==> src/verilog/lcfg_regs.svh <==
// Register offsets, field positions, reset values and timing constants
// Summary of operation
// - Monitor field 00/10 normal; 01 receiver one watches channel two receive; 11 its transmit.
// - One global bit picks the line standard: 0 is E1, 1 is T1/J1; resets 0.
// - With broadcast set, a channel register write lands on both channels alike.
// - Global interrupt disable set suppresses all interrupts; it resets to one.
// - Interrupt pin style: x0 open-drain low, 01 push-pull low, 11 push-pull high.
// - Read-only indicator: bit n low means channel n+1 interrupted; bits 7-2 zero.
// - Transmit impedance 000/001/010/011 give 75/120/100/110 ohm; 1xx external.
// - Receive impedance uses the same codes; 1xx selects external resistors.
// - Attenuator placement 00/10 off, 01 transmit path, 11 receive path.
// - Attenuator depth 00 gives 128 bits, 01 gives 64, 1x gives 32.
// - Bandwidth bit 0 gives 6.8/5 Hz, 1 gives 0.9/1.25 Hz for E1/T1.
// - Software reset restores defaults and idles drivers but keeps the line standard.
`ifndef LCFG_REGS_SVH
`define LCFG_REGS_SVH

// Register offsets
`define LCFG_ADDR_SOFT_RESET 8'h01
`define LCFG_ADDR_IMP_CH1 8'h02
`define LCFG_ADDR_JA_CH1 8'h03
`define LCFG_ADDR_GLOBAL 8'h20
`define LCFG_ADDR_IRQ_CH 8'h21
`define LCFG_ADDR_IMP_CH2 8'h22
`define LCFG_ADDR_JA_CH2 8'h23

// Writable bit masks; reserved positions are cleared
`define LCFG_GLOBAL_WMASK 8'hDF
`define LCFG_IMP_WMASK 8'h3F
`define LCFG_JA_WMASK 8'h3F

// Reset values
`define LCFG_GLOBAL_RST 8'h04
`define LCFG_IMP_RST 8'h00
`define LCFG_JA_RST 8'h20

// Global register fields
`define LCFG_MON_HI 7
`define LCFG_MON_LO 6
`define LCFG_STD_BIT 4
`define LCFG_COPY_BIT 3
`define LCFG_GDIS_BIT 2
`define LCFG_PIN_HI 1
`define LCFG_PIN_LO 0

// Line impedance fields
`define LCFG_TTERM_HI 5
`define LCFG_TTERM_LO 3
`define LCFG_RTERM_HI 2
`define LCFG_RTERM_LO 0

// Jitter attenuator fields
`define LCFG_JLIM_BIT 5
`define LCFG_JPLC_HI 4
`define LCFG_JPLC_LO 3
`define LCFG_JDEP_HI 2
`define LCFG_JDEP_LO 1
`define LCFG_JBW_BIT 0

// Settling time after a line standard change
`define LCFG_SETTLE_NS 50000
`define LCFG_CLK_NS 4
`define LCFG_SETTLE_CYCLES ((`LCFG_SETTLE_NS + `LCFG_CLK_NS - 1) / `LCFG_CLK_NS)
`define LCFG_SETTLE_W 14

`endif

==> src/verilog/lcfg_pkg.sv <==
// Types shared by the configuration register bank
package lcfg_pkg;

  typedef enum logic [1:0] {
    LCFG_TERM_75 = 2'b00,
    LCFG_TERM_120 = 2'b01,
    LCFG_TERM_100 = 2'b10,
    LCFG_TERM_110 = 2'b11
  } lcfg_term_t;

  typedef enum logic [1:0] {
    LCFG_JA_OFF = 2'b00,
    LCFG_JA_TX = 2'b01,
    LCFG_JA_RX = 2'b10
  } lcfg_ja_place_t;

  typedef enum logic [1:0] {
    LCFG_JA_128 = 2'b00,
    LCFG_JA_64 = 2'b01,
    LCFG_JA_32 = 2'b10
  } lcfg_ja_depth_t;

  typedef enum logic [1:0] {
    LCFG_BW_E1_6P8 = 2'b00,
    LCFG_BW_E1_0P9 = 2'b01,
    LCFG_BW_T1_5 = 2'b10,
    LCFG_BW_T1_1P25 = 2'b11
  } lcfg_ja_bw_t;

  typedef enum logic [1:0] {
    LCFG_MON_NORMAL = 2'b00,
    LCFG_MON_RX2 = 2'b01,
    LCFG_MON_TX2 = 2'b10
  } lcfg_mon_t;

  typedef enum logic [1:0] {
    LCFG_PIN_OD_LOW = 2'b00,
    LCFG_PIN_PP_LOW = 2'b01,
    LCFG_PIN_PP_HIGH = 2'b10
  } lcfg_pin_style_t;

  // Decoded per-channel line settings
  typedef struct packed {
    lcfg_term_t tx_term;
    logic tx_ext;
    lcfg_term_t rx_term;
    logic rx_ext;
    lcfg_ja_place_t ja_place;
    lcfg_ja_depth_t ja_depth;
    lcfg_ja_bw_t ja_bw;
    logic jitter_limit_mode;
  } lcfg_chan_cfg_t;

  // Host control port request
  typedef struct packed {
    logic wr;
    logic rd;
    logic [7:0] addr;
    logic [7:0] wdata;
  } lcfg_req_t;

endpackage

==> src/verilog/lcfg_chan_decode.sv <==
// Decoder from one channel's raw register bytes to line settings
`include "lcfg_regs.svh"

module lcfg_chan_decode
  import lcfg_pkg::*;
(
  input wire logic [7:0] imp_i,
  input wire logic [7:0] ja_i,
  input wire logic t1_mode_i,
  output lcfg_chan_cfg_t cfg_o
);

  // Shared impedance code decode for both directions
  function automatic lcfg_term_t term_of(input logic [2:0] code);
    term_of = lcfg_term_t'(code[1:0]);
  endfunction

  wire logic [2:0] tx_code = imp_i[`LCFG_TTERM_HI:`LCFG_TTERM_LO];
  wire logic [2:0] rx_code = imp_i[`LCFG_RTERM_HI:`LCFG_RTERM_LO];
  wire logic [1:0] plc = ja_i[`LCFG_JPLC_HI:`LCFG_JPLC_LO];
  wire logic [1:0] dep = ja_i[`LCFG_JDEP_HI:`LCFG_JDEP_LO];
  wire logic bw = ja_i[`LCFG_JBW_BIT];

  // Termination: top code bit selects external resistors
  assign cfg_o.tx_term = term_of(tx_code);
  assign cfg_o.tx_ext = tx_code[2];
  assign cfg_o.rx_term = term_of(rx_code);
  assign cfg_o.rx_ext = rx_code[2];

  // Attenuator placement: low bit enables, high bit picks receive
  assign cfg_o.ja_place = !plc[0] ? LCFG_JA_OFF :
                          (plc[1] ? LCFG_JA_RX : LCFG_JA_TX);
  // Depth: any code with bit one set gives the shallowest buffer
  assign cfg_o.ja_depth = dep[1] ? LCFG_JA_32 :
                          (dep[0] ? LCFG_JA_64 : LCFG_JA_128);
  // Corner depends on both the bandwidth bit and the line standard
  assign cfg_o.ja_bw = lcfg_ja_bw_t'({t1_mode_i, bw});
  assign cfg_o.jitter_limit_mode = ja_i[`LCFG_JLIM_BIT];

endmodule

==> src/verilog/lcfg_top.sv <==
// Global and per-channel line configuration register bank
`include "lcfg_regs.svh"

module lcfg_top
  import lcfg_pkg::*;
#(
  parameter int unsigned SETTLE_CYCLES = `LCFG_SETTLE_CYCLES
) (
  input wire logic core_clk_i,
  input wire logic rst_i,
  input wire logic wr_i,
  input wire logic rd_i,
  input wire logic [7:0] addr_i,
  input wire logic [7:0] wdata_i,
  input wire logic [1:0] chan_irq_i,
  output logic [7:0] rdata_o,
  output logic rvalid_o,
  output lcfg_chan_cfg_t ch1_cfg_o,
  output lcfg_chan_cfg_t ch2_cfg_o,
  output lcfg_mon_t monitor_sel_o,
  output logic t1_mode_o,
  output logic line_settling_o,
  output logic soft_reset_o,
  output logic irq_pin_o,
  output logic irq_pin_oe_o
);

  // Host request bundle
  lcfg_req_t req;
  assign req.wr = wr_i;
  assign req.rd = rd_i;
  assign req.addr = addr_i;
  assign req.wdata = wdata_i;

  // Storage
  logic [7:0] global_q;
  logic [7:0] imp1_q;
  logic [7:0] ja1_q;
  logic [7:0] imp2_q;
  logic [7:0] ja2_q;
  logic [7:0] rdata_q;
  logic rvalid_q;
  logic soft_q;
  logic [`LCFG_SETTLE_W-1:0] settle_q;
  logic settle_busy_q;
  lcfg_chan_cfg_t ch1_q;
  lcfg_chan_cfg_t ch2_q;
  lcfg_mon_t mon_q;
  logic irq_pin_q;
  logic irq_oe_q;

  // Address decode
  wire logic hit_soft = req.addr == `LCFG_ADDR_SOFT_RESET;
  wire logic hit_glb = req.addr == `LCFG_ADDR_GLOBAL;
  wire logic hit_ich = req.addr == `LCFG_ADDR_IRQ_CH;
  wire logic hit_imp1 = req.addr == `LCFG_ADDR_IMP_CH1;
  wire logic hit_imp2 = req.addr == `LCFG_ADDR_IMP_CH2;
  wire logic hit_ja1 = req.addr == `LCFG_ADDR_JA_CH1;
  wire logic hit_ja2 = req.addr == `LCFG_ADDR_JA_CH2;

  // Global fields
  wire logic copy_on = global_q[`LCFG_COPY_BIT];
  wire logic gdis = global_q[`LCFG_GDIS_BIT];
  wire logic t1_mode = global_q[`LCFG_STD_BIT];
  wire logic [1:0] mon_code = global_q[`LCFG_MON_HI:`LCFG_MON_LO];
  wire logic [1:0] pin_code = global_q[`LCFG_PIN_HI:`LCFG_PIN_LO];

  // Write strobes; broadcast mirrors a channel write onto the other
  wire logic soft_wr = req.wr && hit_soft;
  wire logic glb_wr = req.wr && hit_glb;
  wire logic imp_any = hit_imp1 || hit_imp2;
  wire logic ja_any = hit_ja1 || hit_ja2;
  wire logic imp1_wr = req.wr && (hit_imp1 || (copy_on && imp_any));
  wire logic imp2_wr = req.wr && (hit_imp2 || (copy_on && imp_any));
  wire logic ja1_wr = req.wr && (hit_ja1 || (copy_on && ja_any));
  wire logic ja2_wr = req.wr && (hit_ja2 || (copy_on && ja_any));

  // Masked write data keeps reserved bits at zero
  wire logic [7:0] glb_wdata = req.wdata & `LCFG_GLOBAL_WMASK;
  wire logic [7:0] imp_wdata = req.wdata & `LCFG_IMP_WMASK;
  wire logic [7:0] ja_wdata = req.wdata & `LCFG_JA_WMASK;

  // Line standard change starts the settling window
  wire logic std_change = glb_wr &&
                          (glb_wdata[`LCFG_STD_BIT] != t1_mode);

  // Soft reset keeps the line standard bit, reloads the reset value into every other bit
  wire logic [7:0] glb_soft_val = (`LCFG_GLOBAL_RST &
                                   ~(8'h01 << `LCFG_STD_BIT)) |
                                  ({7'h00, t1_mode} << `LCFG_STD_BIT);

  // Interrupt gating and channel indication
  wire logic irq_active = (|chan_irq_i) && !gdis;
  wire logic [7:0] irq_ch_val = {6'h00, ~chan_irq_i};

  // Read multiplexer; unmapped and write-only offsets read zero
  wire logic [7:0] rd_mux = hit_glb ? global_q :
                            hit_ich ? irq_ch_val :
                            hit_imp1 ? imp1_q :
                            hit_imp2 ? imp2_q :
                            hit_ja1 ? ja1_q :
                            hit_ja2 ? ja2_q : 8'h00;

  // Decoded channel settings
  lcfg_chan_cfg_t ch1_d;
  lcfg_chan_cfg_t ch2_d;

  lcfg_chan_decode u_dec_ch1 (
    .imp_i(imp1_q),
    .ja_i(ja1_q),
    .t1_mode_i(t1_mode),
    .cfg_o(ch1_d)
  );

  lcfg_chan_decode u_dec_ch2 (
    .imp_i(imp2_q),
    .ja_i(ja2_q),
    .t1_mode_i(t1_mode),
    .cfg_o(ch2_d)
  );

  // Monitor routing: low bit enables, high bit picks transmit path
  wire lcfg_mon_t mon_d = !mon_code[0] ? LCFG_MON_NORMAL :
                          (mon_code[1] ? LCFG_MON_TX2 : LCFG_MON_RX2);

  // Pin style: low bit clear always means open drain
  wire lcfg_pin_style_t style = !pin_code[0] ? LCFG_PIN_OD_LOW :
                                (pin_code[1] ? LCFG_PIN_PP_HIGH :
                                 LCFG_PIN_PP_LOW);

  // Pin level and enable for each style
  logic irq_pin_d;
  logic irq_oe_d;
  always_comb begin
    irq_pin_d = 1'b0;
    irq_oe_d = 1'b0;
    unique case (style)
      LCFG_PIN_OD_LOW: begin
        irq_pin_d = 1'b0;
        irq_oe_d = irq_active;
      end
      LCFG_PIN_PP_LOW: begin
        irq_pin_d = !irq_active;
        irq_oe_d = 1'b1;
      end
      LCFG_PIN_PP_HIGH: begin
        irq_pin_d = irq_active;
        irq_oe_d = 1'b1;
      end
      default: begin
        irq_pin_d = 1'b0;
        irq_oe_d = 1'b0;
      end
    endcase
  end

  // Global configuration register
  always_ff @(posedge core_clk_i or posedge rst_i) begin
    if (rst_i) begin
      global_q <= `LCFG_GLOBAL_RST;
    end else if (soft_wr) begin
      global_q <= glb_soft_val;
    end else if (glb_wr) begin
      global_q <= glb_wdata;
    end
  end

  // Channel one registers; soft reset synchronously reloads the reset values
  always_ff @(posedge core_clk_i or posedge rst_i) begin
    if (rst_i) begin
      imp1_q <= `LCFG_IMP_RST;
      ja1_q <= `LCFG_JA_RST;
    end else if (soft_wr) begin
      imp1_q <= `LCFG_IMP_RST;
      ja1_q <= `LCFG_JA_RST;
    end else begin
      if (imp1_wr) imp1_q <= imp_wdata;
      if (ja1_wr) ja1_q <= ja_wdata;
    end
  end

  // Channel two registers; soft reset synchronously reloads the reset values
  always_ff @(posedge core_clk_i or posedge rst_i) begin
    if (rst_i) begin
      imp2_q <= `LCFG_IMP_RST;
      ja2_q <= `LCFG_JA_RST;
    end else if (soft_wr) begin
      imp2_q <= `LCFG_IMP_RST;
      ja2_q <= `LCFG_JA_RST;
    end else begin
      if (imp2_wr) imp2_q <= imp_wdata;
      if (ja2_wr) ja2_q <= ja_wdata;
    end
  end

  // Settling counter after a line standard change
  always_ff @(posedge core_clk_i or posedge rst_i) begin
    if (rst_i) begin
      settle_q <= '0;
      settle_busy_q <= 1'b0;
    end else if (std_change) begin
      settle_q <= `LCFG_SETTLE_W'(SETTLE_CYCLES - 1);
      settle_busy_q <= 1'b1;
    end else if (settle_q != '0) begin
      settle_q <= settle_q - 1'b1;
    end else begin
      settle_busy_q <= 1'b0;
    end
  end

  // Read data and soft reset pulse
  always_ff @(posedge core_clk_i or posedge rst_i) begin
    if (rst_i) begin
      rdata_q <= 8'h00;
      rvalid_q <= 1'b0;
      soft_q <= 1'b0;
    end else begin
      rdata_q <= req.rd ? rd_mux : 8'h00;
      rvalid_q <= req.rd;
      soft_q <= soft_wr;
    end
  end

  // Registered decoded outputs
  always_ff @(posedge core_clk_i or posedge rst_i) begin
    if (rst_i) begin
      ch1_q <= '0;
      ch2_q <= '0;
      mon_q <= LCFG_MON_NORMAL;
      irq_pin_q <= 1'b0;
      irq_oe_q <= 1'b0;
    end else begin
      ch1_q <= ch1_d;
      ch2_q <= ch2_d;
      mon_q <= mon_d;
      irq_pin_q <= irq_pin_d;
      irq_oe_q <= irq_oe_d;
    end
  end

  // Output connections
  assign rdata_o = rdata_q;
  assign rvalid_o = rvalid_q;
  assign ch1_cfg_o = ch1_q;
  assign ch2_cfg_o = ch2_q;
  assign monitor_sel_o = mon_q;
  assign t1_mode_o = global_q[`LCFG_STD_BIT];
  assign line_settling_o = settle_busy_q;
  assign soft_reset_o = soft_q;
  assign irq_pin_o = irq_pin_q;
  assign irq_pin_oe_o = irq_oe_q;

endmodule

==> config.mk <==
export PLATFORM = sky130hd
export DESIGN_NAME = lcfg_top
export DESIGN_NICKNAME = d
export VERILOG_FILES = /design/src/verilog/lcfg_pkg.sv /design/src/verilog/lcfg_chan_decode.sv /design/src/verilog/lcfg_top.sv
export VERILOG_INCLUDE_DIRS = /design/src /design/src/verilog
export SDC_FILE = /design/constraint.sdc
export NUM_CORES = 1
export LEC_CHECK = 0
export ABC_AREA = 0
export BUFFER_PORTS_ARGS = -buffer_cell sky130_fd_sc_hd__buf_2
export CAP_MARGIN = 15
export CORE_UTILIZATION = 59
export DETAILED_ROUTE_END_ITERATION = 8
export GPL_TIMING_DRIVEN = 0
export MAX_ROUTING_LAYER = met4
export PLACE_DENSITY = 0.84
export SYNTH_ARGS = -nofsm -noshare
export SYNTH_HDL_FRONTEND = slang
export SYNTH_SLANG_ARGS = --single-unit
==> constraint.sdc <==
create_clock -name core_clk_i -period 6.3 [get_ports core_clk_i]
set_input_delay 0.315 -clock core_clk_i [delete_from_list [all_inputs] [get_ports core_clk_i]]
set_output_delay 0.315 -clock core_clk_i [all_outputs]
set_load 0.02 [all_outputs]
==> impl_metrics.ini, run 1 <==
[grt]
grt.total_usage = 0.263
grt_overflow = 0
antenna_found_initial = 0
grt_pass1_wl_um = 11900
grt_max_degree = 48
grt_pass1_vias = 2449

[pwr]
power.share.combinational = 0.141
power_density_nw_per_um2 = 278
cellLeakagePower_nw = 2.11
p_sw_uw = 338
internal-power_uw = 847
clockPowerShare = 0.325
switching_share = 0.285
vdd_drop_max_uv = 220
power_frac_seq = 0.534

[critical_path]
criticalPathCategory = reg -> reg
cp_slowest_cell = nor4b_1
crit_path_start = settle_q[0]
worstPathArrival_ns = 2.43
crit_chain = inv_1, ha_1, nor4b_1, nand4b_1, clkbuf_1, a211o_1, nand2_1
r2r_cells = 7
cp-end-kind = flip-flop
r2r_slack_ns = 4.17
worstPathRequired_ns = 6.60
max_stage_delay_ns = 0.48
critPathMaxFanout = 10
r2r-start = settle_q[0]
critPathLaunchType = flip-flop

[yosys]
synth_edf_count = 0
yosysWarnings = 0
ys_types = 53
seq_area_frac_synth = 0.590
synth-async-reset-ratio = 1.00
ys_ff_latch = 85
yosys_most_used_dff = dfrtp_1
synth_nets = 313
netlist_area_um2 = 3610
netlist_instances = 289
syn_area_per_cell_um2 = 12.5

[timing]
post-route-period-util = 0.337
worst_hold_slack_ns = 0.0743
slew_violations = 0
slew_headroom = 0.540
finalHoldViolations = 0
final.setup.tns_ns = 0
rsz0062_at_grt = no
period_needed_ns = 2.13
worst_slew_pin_slew_ns = 0.689
setup_viol = 0
fin_skew_ns = 0.00723
max_freq_ghz = 0.470

[detailed_routing]
avgViaCountPerCell = 5.70
drt-pass1-iter-count = 4
drt_iter0_drc = 126
via_count = 2537
wl_per_cell_um = 16.5
routed_wl_um = 7360
ant_nets = 0
drc = 0

[layout]
final_cell_mix = dfrtp_1 (82), buf_2 (69), nor2_1 (33)
area_growth_pct = 17.9
n_antenna_cell = 0
nFillCells = 421
nets = 389
final_common_cell = dfrtp_1
final_layout_size_suffix_gt1_frac = 0.305

[die]
rows = 28
io_pins = 64
dieArea_um2 = 6440
die_x_um = 80.2
die_h_um = 80.2
core_um2 = 5920
initial_utilization = 0.610

[hold_path]
hold_depth = 1
hp-start = rd_i
hold_path_class = in -> reg

[job]
maxCapViolCount = 0

[clock_tree]
clockBufferDepth = 2
cts_root_buf = clkbuf_8
cts.clk_slew.worst_paths_ns = 0.08
cts_buffers = 9
clock_sinks = 85
cts_tree = built
cts-htree-levels = 3
post_cts_buffers = 0
insertion_delay_ns = 0.36

[placed_design]
portBuffers = 63
hpwl_um = 5210
place_congestion = 0.858

[run_status]
status = finished, final reports clean
## synth_stat cells (all sizes together) (3+ instances only)
cell,number,area [µm²]
nand2,11,41.3
or4,5,37.5
and2,8,50.1
inv,7,26.3
dfrtp,82,2050
nor3,10,61.3
nor4b,5,80.1
nor2,38,155
or4b,3,30.0
nor2b,5,31.3
mux2i,28,280
buf,8,48.8
o21bai,3,22.5
o21ai,5,25.0
dfstp,3,78.8
clkbuf,6,22.5
a22o,3,26.3
or3,3,18.8
nor4,5,58.8
a21oi,10,50.1
mux4,5,113
nand2b,4,25.0
a21o,3,22.5
## layer usage
metal / up-vias / global-route usage / share of wire
met3: 16 / 0.0466 / 0.049
met1: 1264 / 0.339 / 0.43
li1: 1184 / - / -
met2: 73 / 0.413 / 0.50
met5: - / - / 0
met4: 0 / 0.113 / 0.016
## per-stage QoR
step	utilization	instances	setup WS, ns	total power [mW]	cell area [µm²]
finish	0.719	445	4.17	1.18	4260
global placement	0.679	427	2.95	0.797	4020
detailed placement	0.684	428	3.97	0.809	4050
global route	0.719	445	4.00	1.24	4260
floorplan	-	289	3.80	0.752	3610
CTS	0.719	445	4.18	1.19	4260
## registers in the layout (all words and copies together), names as in the netlist, 2 cells and up
name and flops:
ja2_q 6, ja1_q 6, rdata_o 8, monitor_sel_o 2
imp2_q 6, global_q 7, ch2_cfg_o 12, imp1_q 6
settle_q 14, ch1_cfg_o 13
## power groups by stage
stage                     Clock (mW)  Combinational (mW)  Sequential [mW]
after CTS                      0.391               0.167            0.633
after detailed placement           0               0.166            0.643
after global placement             0               0.156            0.641
after floorplan                    0               0.107            0.645
final                          0.385               0.167            0.633
after global routing           0.410               0.186            0.641
## path summary, 6_finish.rpt
| kind | end |
|---|---|
| setup / recovery | settle_q[3] |
| hold / removal | rvalid_o |
| hold reg to reg | ch1_cfg_o[1] |
| min in group asynchronous | ch1_cfg_o[0] |
| setup reg to reg | settle_q[3] |
| max in group asynchronous | global_q[2] |
## cell type report
cell class	instances	area (µm²)	area share
timing repair buffer	65	353	0.0828
tap	75	93.8	0.0220
multi-input combinational	183	1380	0.325
clock buffer	9	124	0.0291
inverter	7	28.8	0.00676
buffer	14	71.3	0.0167
clock inverter	7	75.1	0.0176
sequential	85	2130	0.500
## repair_timing
action / CTS / global route
hold buffers: 1 / 0
setup endpoints to repair: 0 / 0
endpoints found under the hold margin: 1 / 0
resized for setup: 0 / 0
## worst max-delay path: cells and delay by family, from the launching register on
kind	cells	cell delay, ns
AO/OA/AOI/OAI	1	0.32
AND/OR/NAND/NOR	3	0.79
buffers and inverters	2	0.40
flip-flops	1	0.42
adder cells (fa/ha/maj)	1	0.13
## cells by family after synthesis
logic type	count (synthesis)	share of synthesized area
AO/OA/AOI/OAI	36	0.0693
buffers and inverters	21	0.0270
flip-flops	85	0.590
XOR/XNOR	3	0.00728
multiplexers	34	0.112
adder cells (fa/ha/maj)	2	0.00693
AND/OR/NAND/NOR	108	0.187
No activity file was read; power rests on OpenSTA's default activity.
==> run 2: changes to the inputs <==
Settings changed: CORE_UTILIZATION 59 to 50, PLACE_DENSITY 0.84 to 0.75.
Clock period 6.3 ns to 1.8 ns, I/O delays scaled along.
==> run 2 against run 1 <==
  * Die area increased by 18%
  * Worst hold slack lost 0.044 ns
  * Critical path depth shrank 2
  * Sequential share of layout area down 2.5 points
  * Via count is 0.87% higher
  * Routed wire length increased by 7.1%
  * Sequential power rose to 3.5 times the previous value
  * Total power increased to 3.7 times the previous value
  * Combinational power rose to 4.3 times the previous value
  * Cell count increased by 6.7%
  * Largest power group unchanged
  * Highest routed layer unchanged
==> impl_metrics.ini, run 2 (synthesis gave the netlist of run 1 again) <==
[run_status]
status = finished, final reports clean

[clock_tree]
cts-htree-levels = 3
cts_root_buf = clkbuf_8
clock_sinks = 85
cts_tree = built
clockBufferDepth = 2
insertion_delay_ns = 0.34
cts.clk_slew.worst_paths_ns = 0.09
cts_buffers = 9

[layout]
nFillCells = 534
final_cell_mix = dfrtp_1 (81), buf_2 (69), nor2_1 (32)
n_antenna_cell = 0
regMostFlops = settle_q
largest_reg_flops = 14
finish.utilization = 0.653
area_growth_pct = 24.3
nets = 398
final_layout_size_suffix_gt1_frac = 0.364
final_common_cell = dfrtp_1

[grt]
grt_overflow = 0
grt_max_degree = 40
grt_pass1_vias = 2491
antenna_found_initial = 0
grt.total_usage = 0.228
grt_pass1_wl_um = 12400

[pwr]
vdd_drop_max_uv = 448
cellLeakagePower_nw = 2.19
power_density_nw_per_um2 = 986

[detailed_routing]
drt-pass1-iter-count = 5
routed_wl_um = 7880
drt_iter0_drc = 135
avgViaCountPerCell = 5.39
via_count = 2559
ant_nets = 0
wl_per_cell_um = 16.6
drc = 0

[timing]
post-route-period-util = 0.994
worst_slew_pin_slew_ns = 0.744
slew_violations = 0
finalWorstSetupSlack_ns = 0.0105
period_needed_ns = 1.79
max_freq_ghz = 0.559
setup_viol = 0
slew_headroom = 0.500
finalHoldViolations = 0
rsz0062_at_grt = yes
fin_skew_ns = 0.00813

[critical_path]
critPathMaxFanout = 10
crit_chain = or4_4, nand4b_1, buf_6, a211o_1, nand2_1
criticalPathCategory = reg -> reg
cp_slowest_cell = or4_4
max_stage_delay_ns = 0.55
cp-end-kind = flip-flop
worstPathRequired_ns = 2.09
r2r_cells = 5
worstPathArrival_ns = 2.07
critPathLaunchType = flip-flop
r2r-start = settle_q[8]
r2r_slack_ns = 0.01
reg2reg_to = settle_q[3]

[hold_path]
min_to = irq_pin_oe_o
hold_depth = 3
hp-start = chan_irq_i[1]
hold_path_class = in -> reg

[placed_design]
place_congestion = 0.812
pre_cts_ws_ns = -0.372
hpwl_um = 5530
portBuffers = 63

[die]
dieArea_um2 = 7570
io_pins = 64
initial_utilization = 0.526
rows = 30
core_um2 = 6870
die_x_um = 87.0
die_h_um = 87.0

[job]
maxCapViolCount = 0
-- run 2: changes by cell type in the layout (fill, tap and decap cells not counted), moves of 2 or more --
cell           delta
or4_4             +4
a21oi_2           +2
clkbuf_1          -4
dlygate4sd3_1     +4
inv_2             +2
or4_1             -4
buf_12            +2
inv_1             -2
buf_4             +6
nor4b_1           -2
a21oi_1           -2
-- run 2: layout make-up --
class / count / area [µm²] / share of cell area
tap: 96 / 120 / 0.0268
multi-input combinational: 183 / 1460 / 0.326
timing repair buffer: 76 / 450 / 0.100
sequential: 85 / 2130 / 0.475
clock inverter: 7 / 97.6 / 0.0217
buffer: 12 / 72.6 / 0.0162
clock buffer: 9 / 124 / 0.0276
inverter: 7 / 30.0 / 0.00669
-- run 2: how the worst max path moves through the flow --
stage                     start          end  slack (ns)  depth (start not counted)
CTS                 settle_q[2]  settle_q[5]       0.006                          4
global placement      addr_i[5]     ja2_q[1]       -0.34                          6
global route        settle_q[8]  settle_q[3]       -0.03                          5
finish              settle_q[8]  settle_q[3]        0.01                          5
floorplan           settle_q[7]  settle_q[3]        0.03                          5
detailed placement    addr_i[5]     ja2_q[2]       -0.37                          6
-- run 2: metrics by stage --
step / setup TNS (ns) / total power [mW] / hold slack [ns] / cells / cell area, µm²
after global placement: -5.84 / 2.80 / 0.216 / 448 / 4050
after detailed placement: -6.82 / 2.84 / 0.118 / 450 / 4090
after floorplan: 0 / 2.63 / 0.121 / 289 / 3620
after CTS: 0 / 4.35 / 0.0152 / 474 / 4420
after global routing: -0.0889 / 4.63 / 0.0323 / 475 / 4490
final: 0 / 4.43 / 0.0302 / 475 / 4490
-- run 2: worst max-delay path: cells and delay by family (launching register included) --
kind | cells | cell delay, ns
and+or+nand+nor | 3 | 0.85
DFF | 1 | 0.43
AOI/OAI and AO/OA | 1 | 0.25
buffers and inverters | 1 | 0.19
-- run 2: repair_timing --
item	4_1_cts	5_1_grt
resized for setup	7	17
hold buffers	5	0
endpoints found under the setup margin	14	14
cloned	0	0
buffers inserted	4	2
pin swaps	0	1
hold endpoints to repair	21	0
-- run 2: per-layer routing --
layer  up-vias  track usage  wire (µm)  share of wire
met3        10       0.0502        382          0.048
met5         -            -          0              0
met1      1285        0.298       3560           0.45
li1       1193            -          -              -
met4         0       0.0879         88          0.011
met2        71        0.350       3850           0.49
-- run 2: power by group --
part	internal [mW]	switching [mW]
Clock	0.788	0.683
Combinational	0.333	0.378
Sequential	2.07	0.170
Total	3.19	1.23
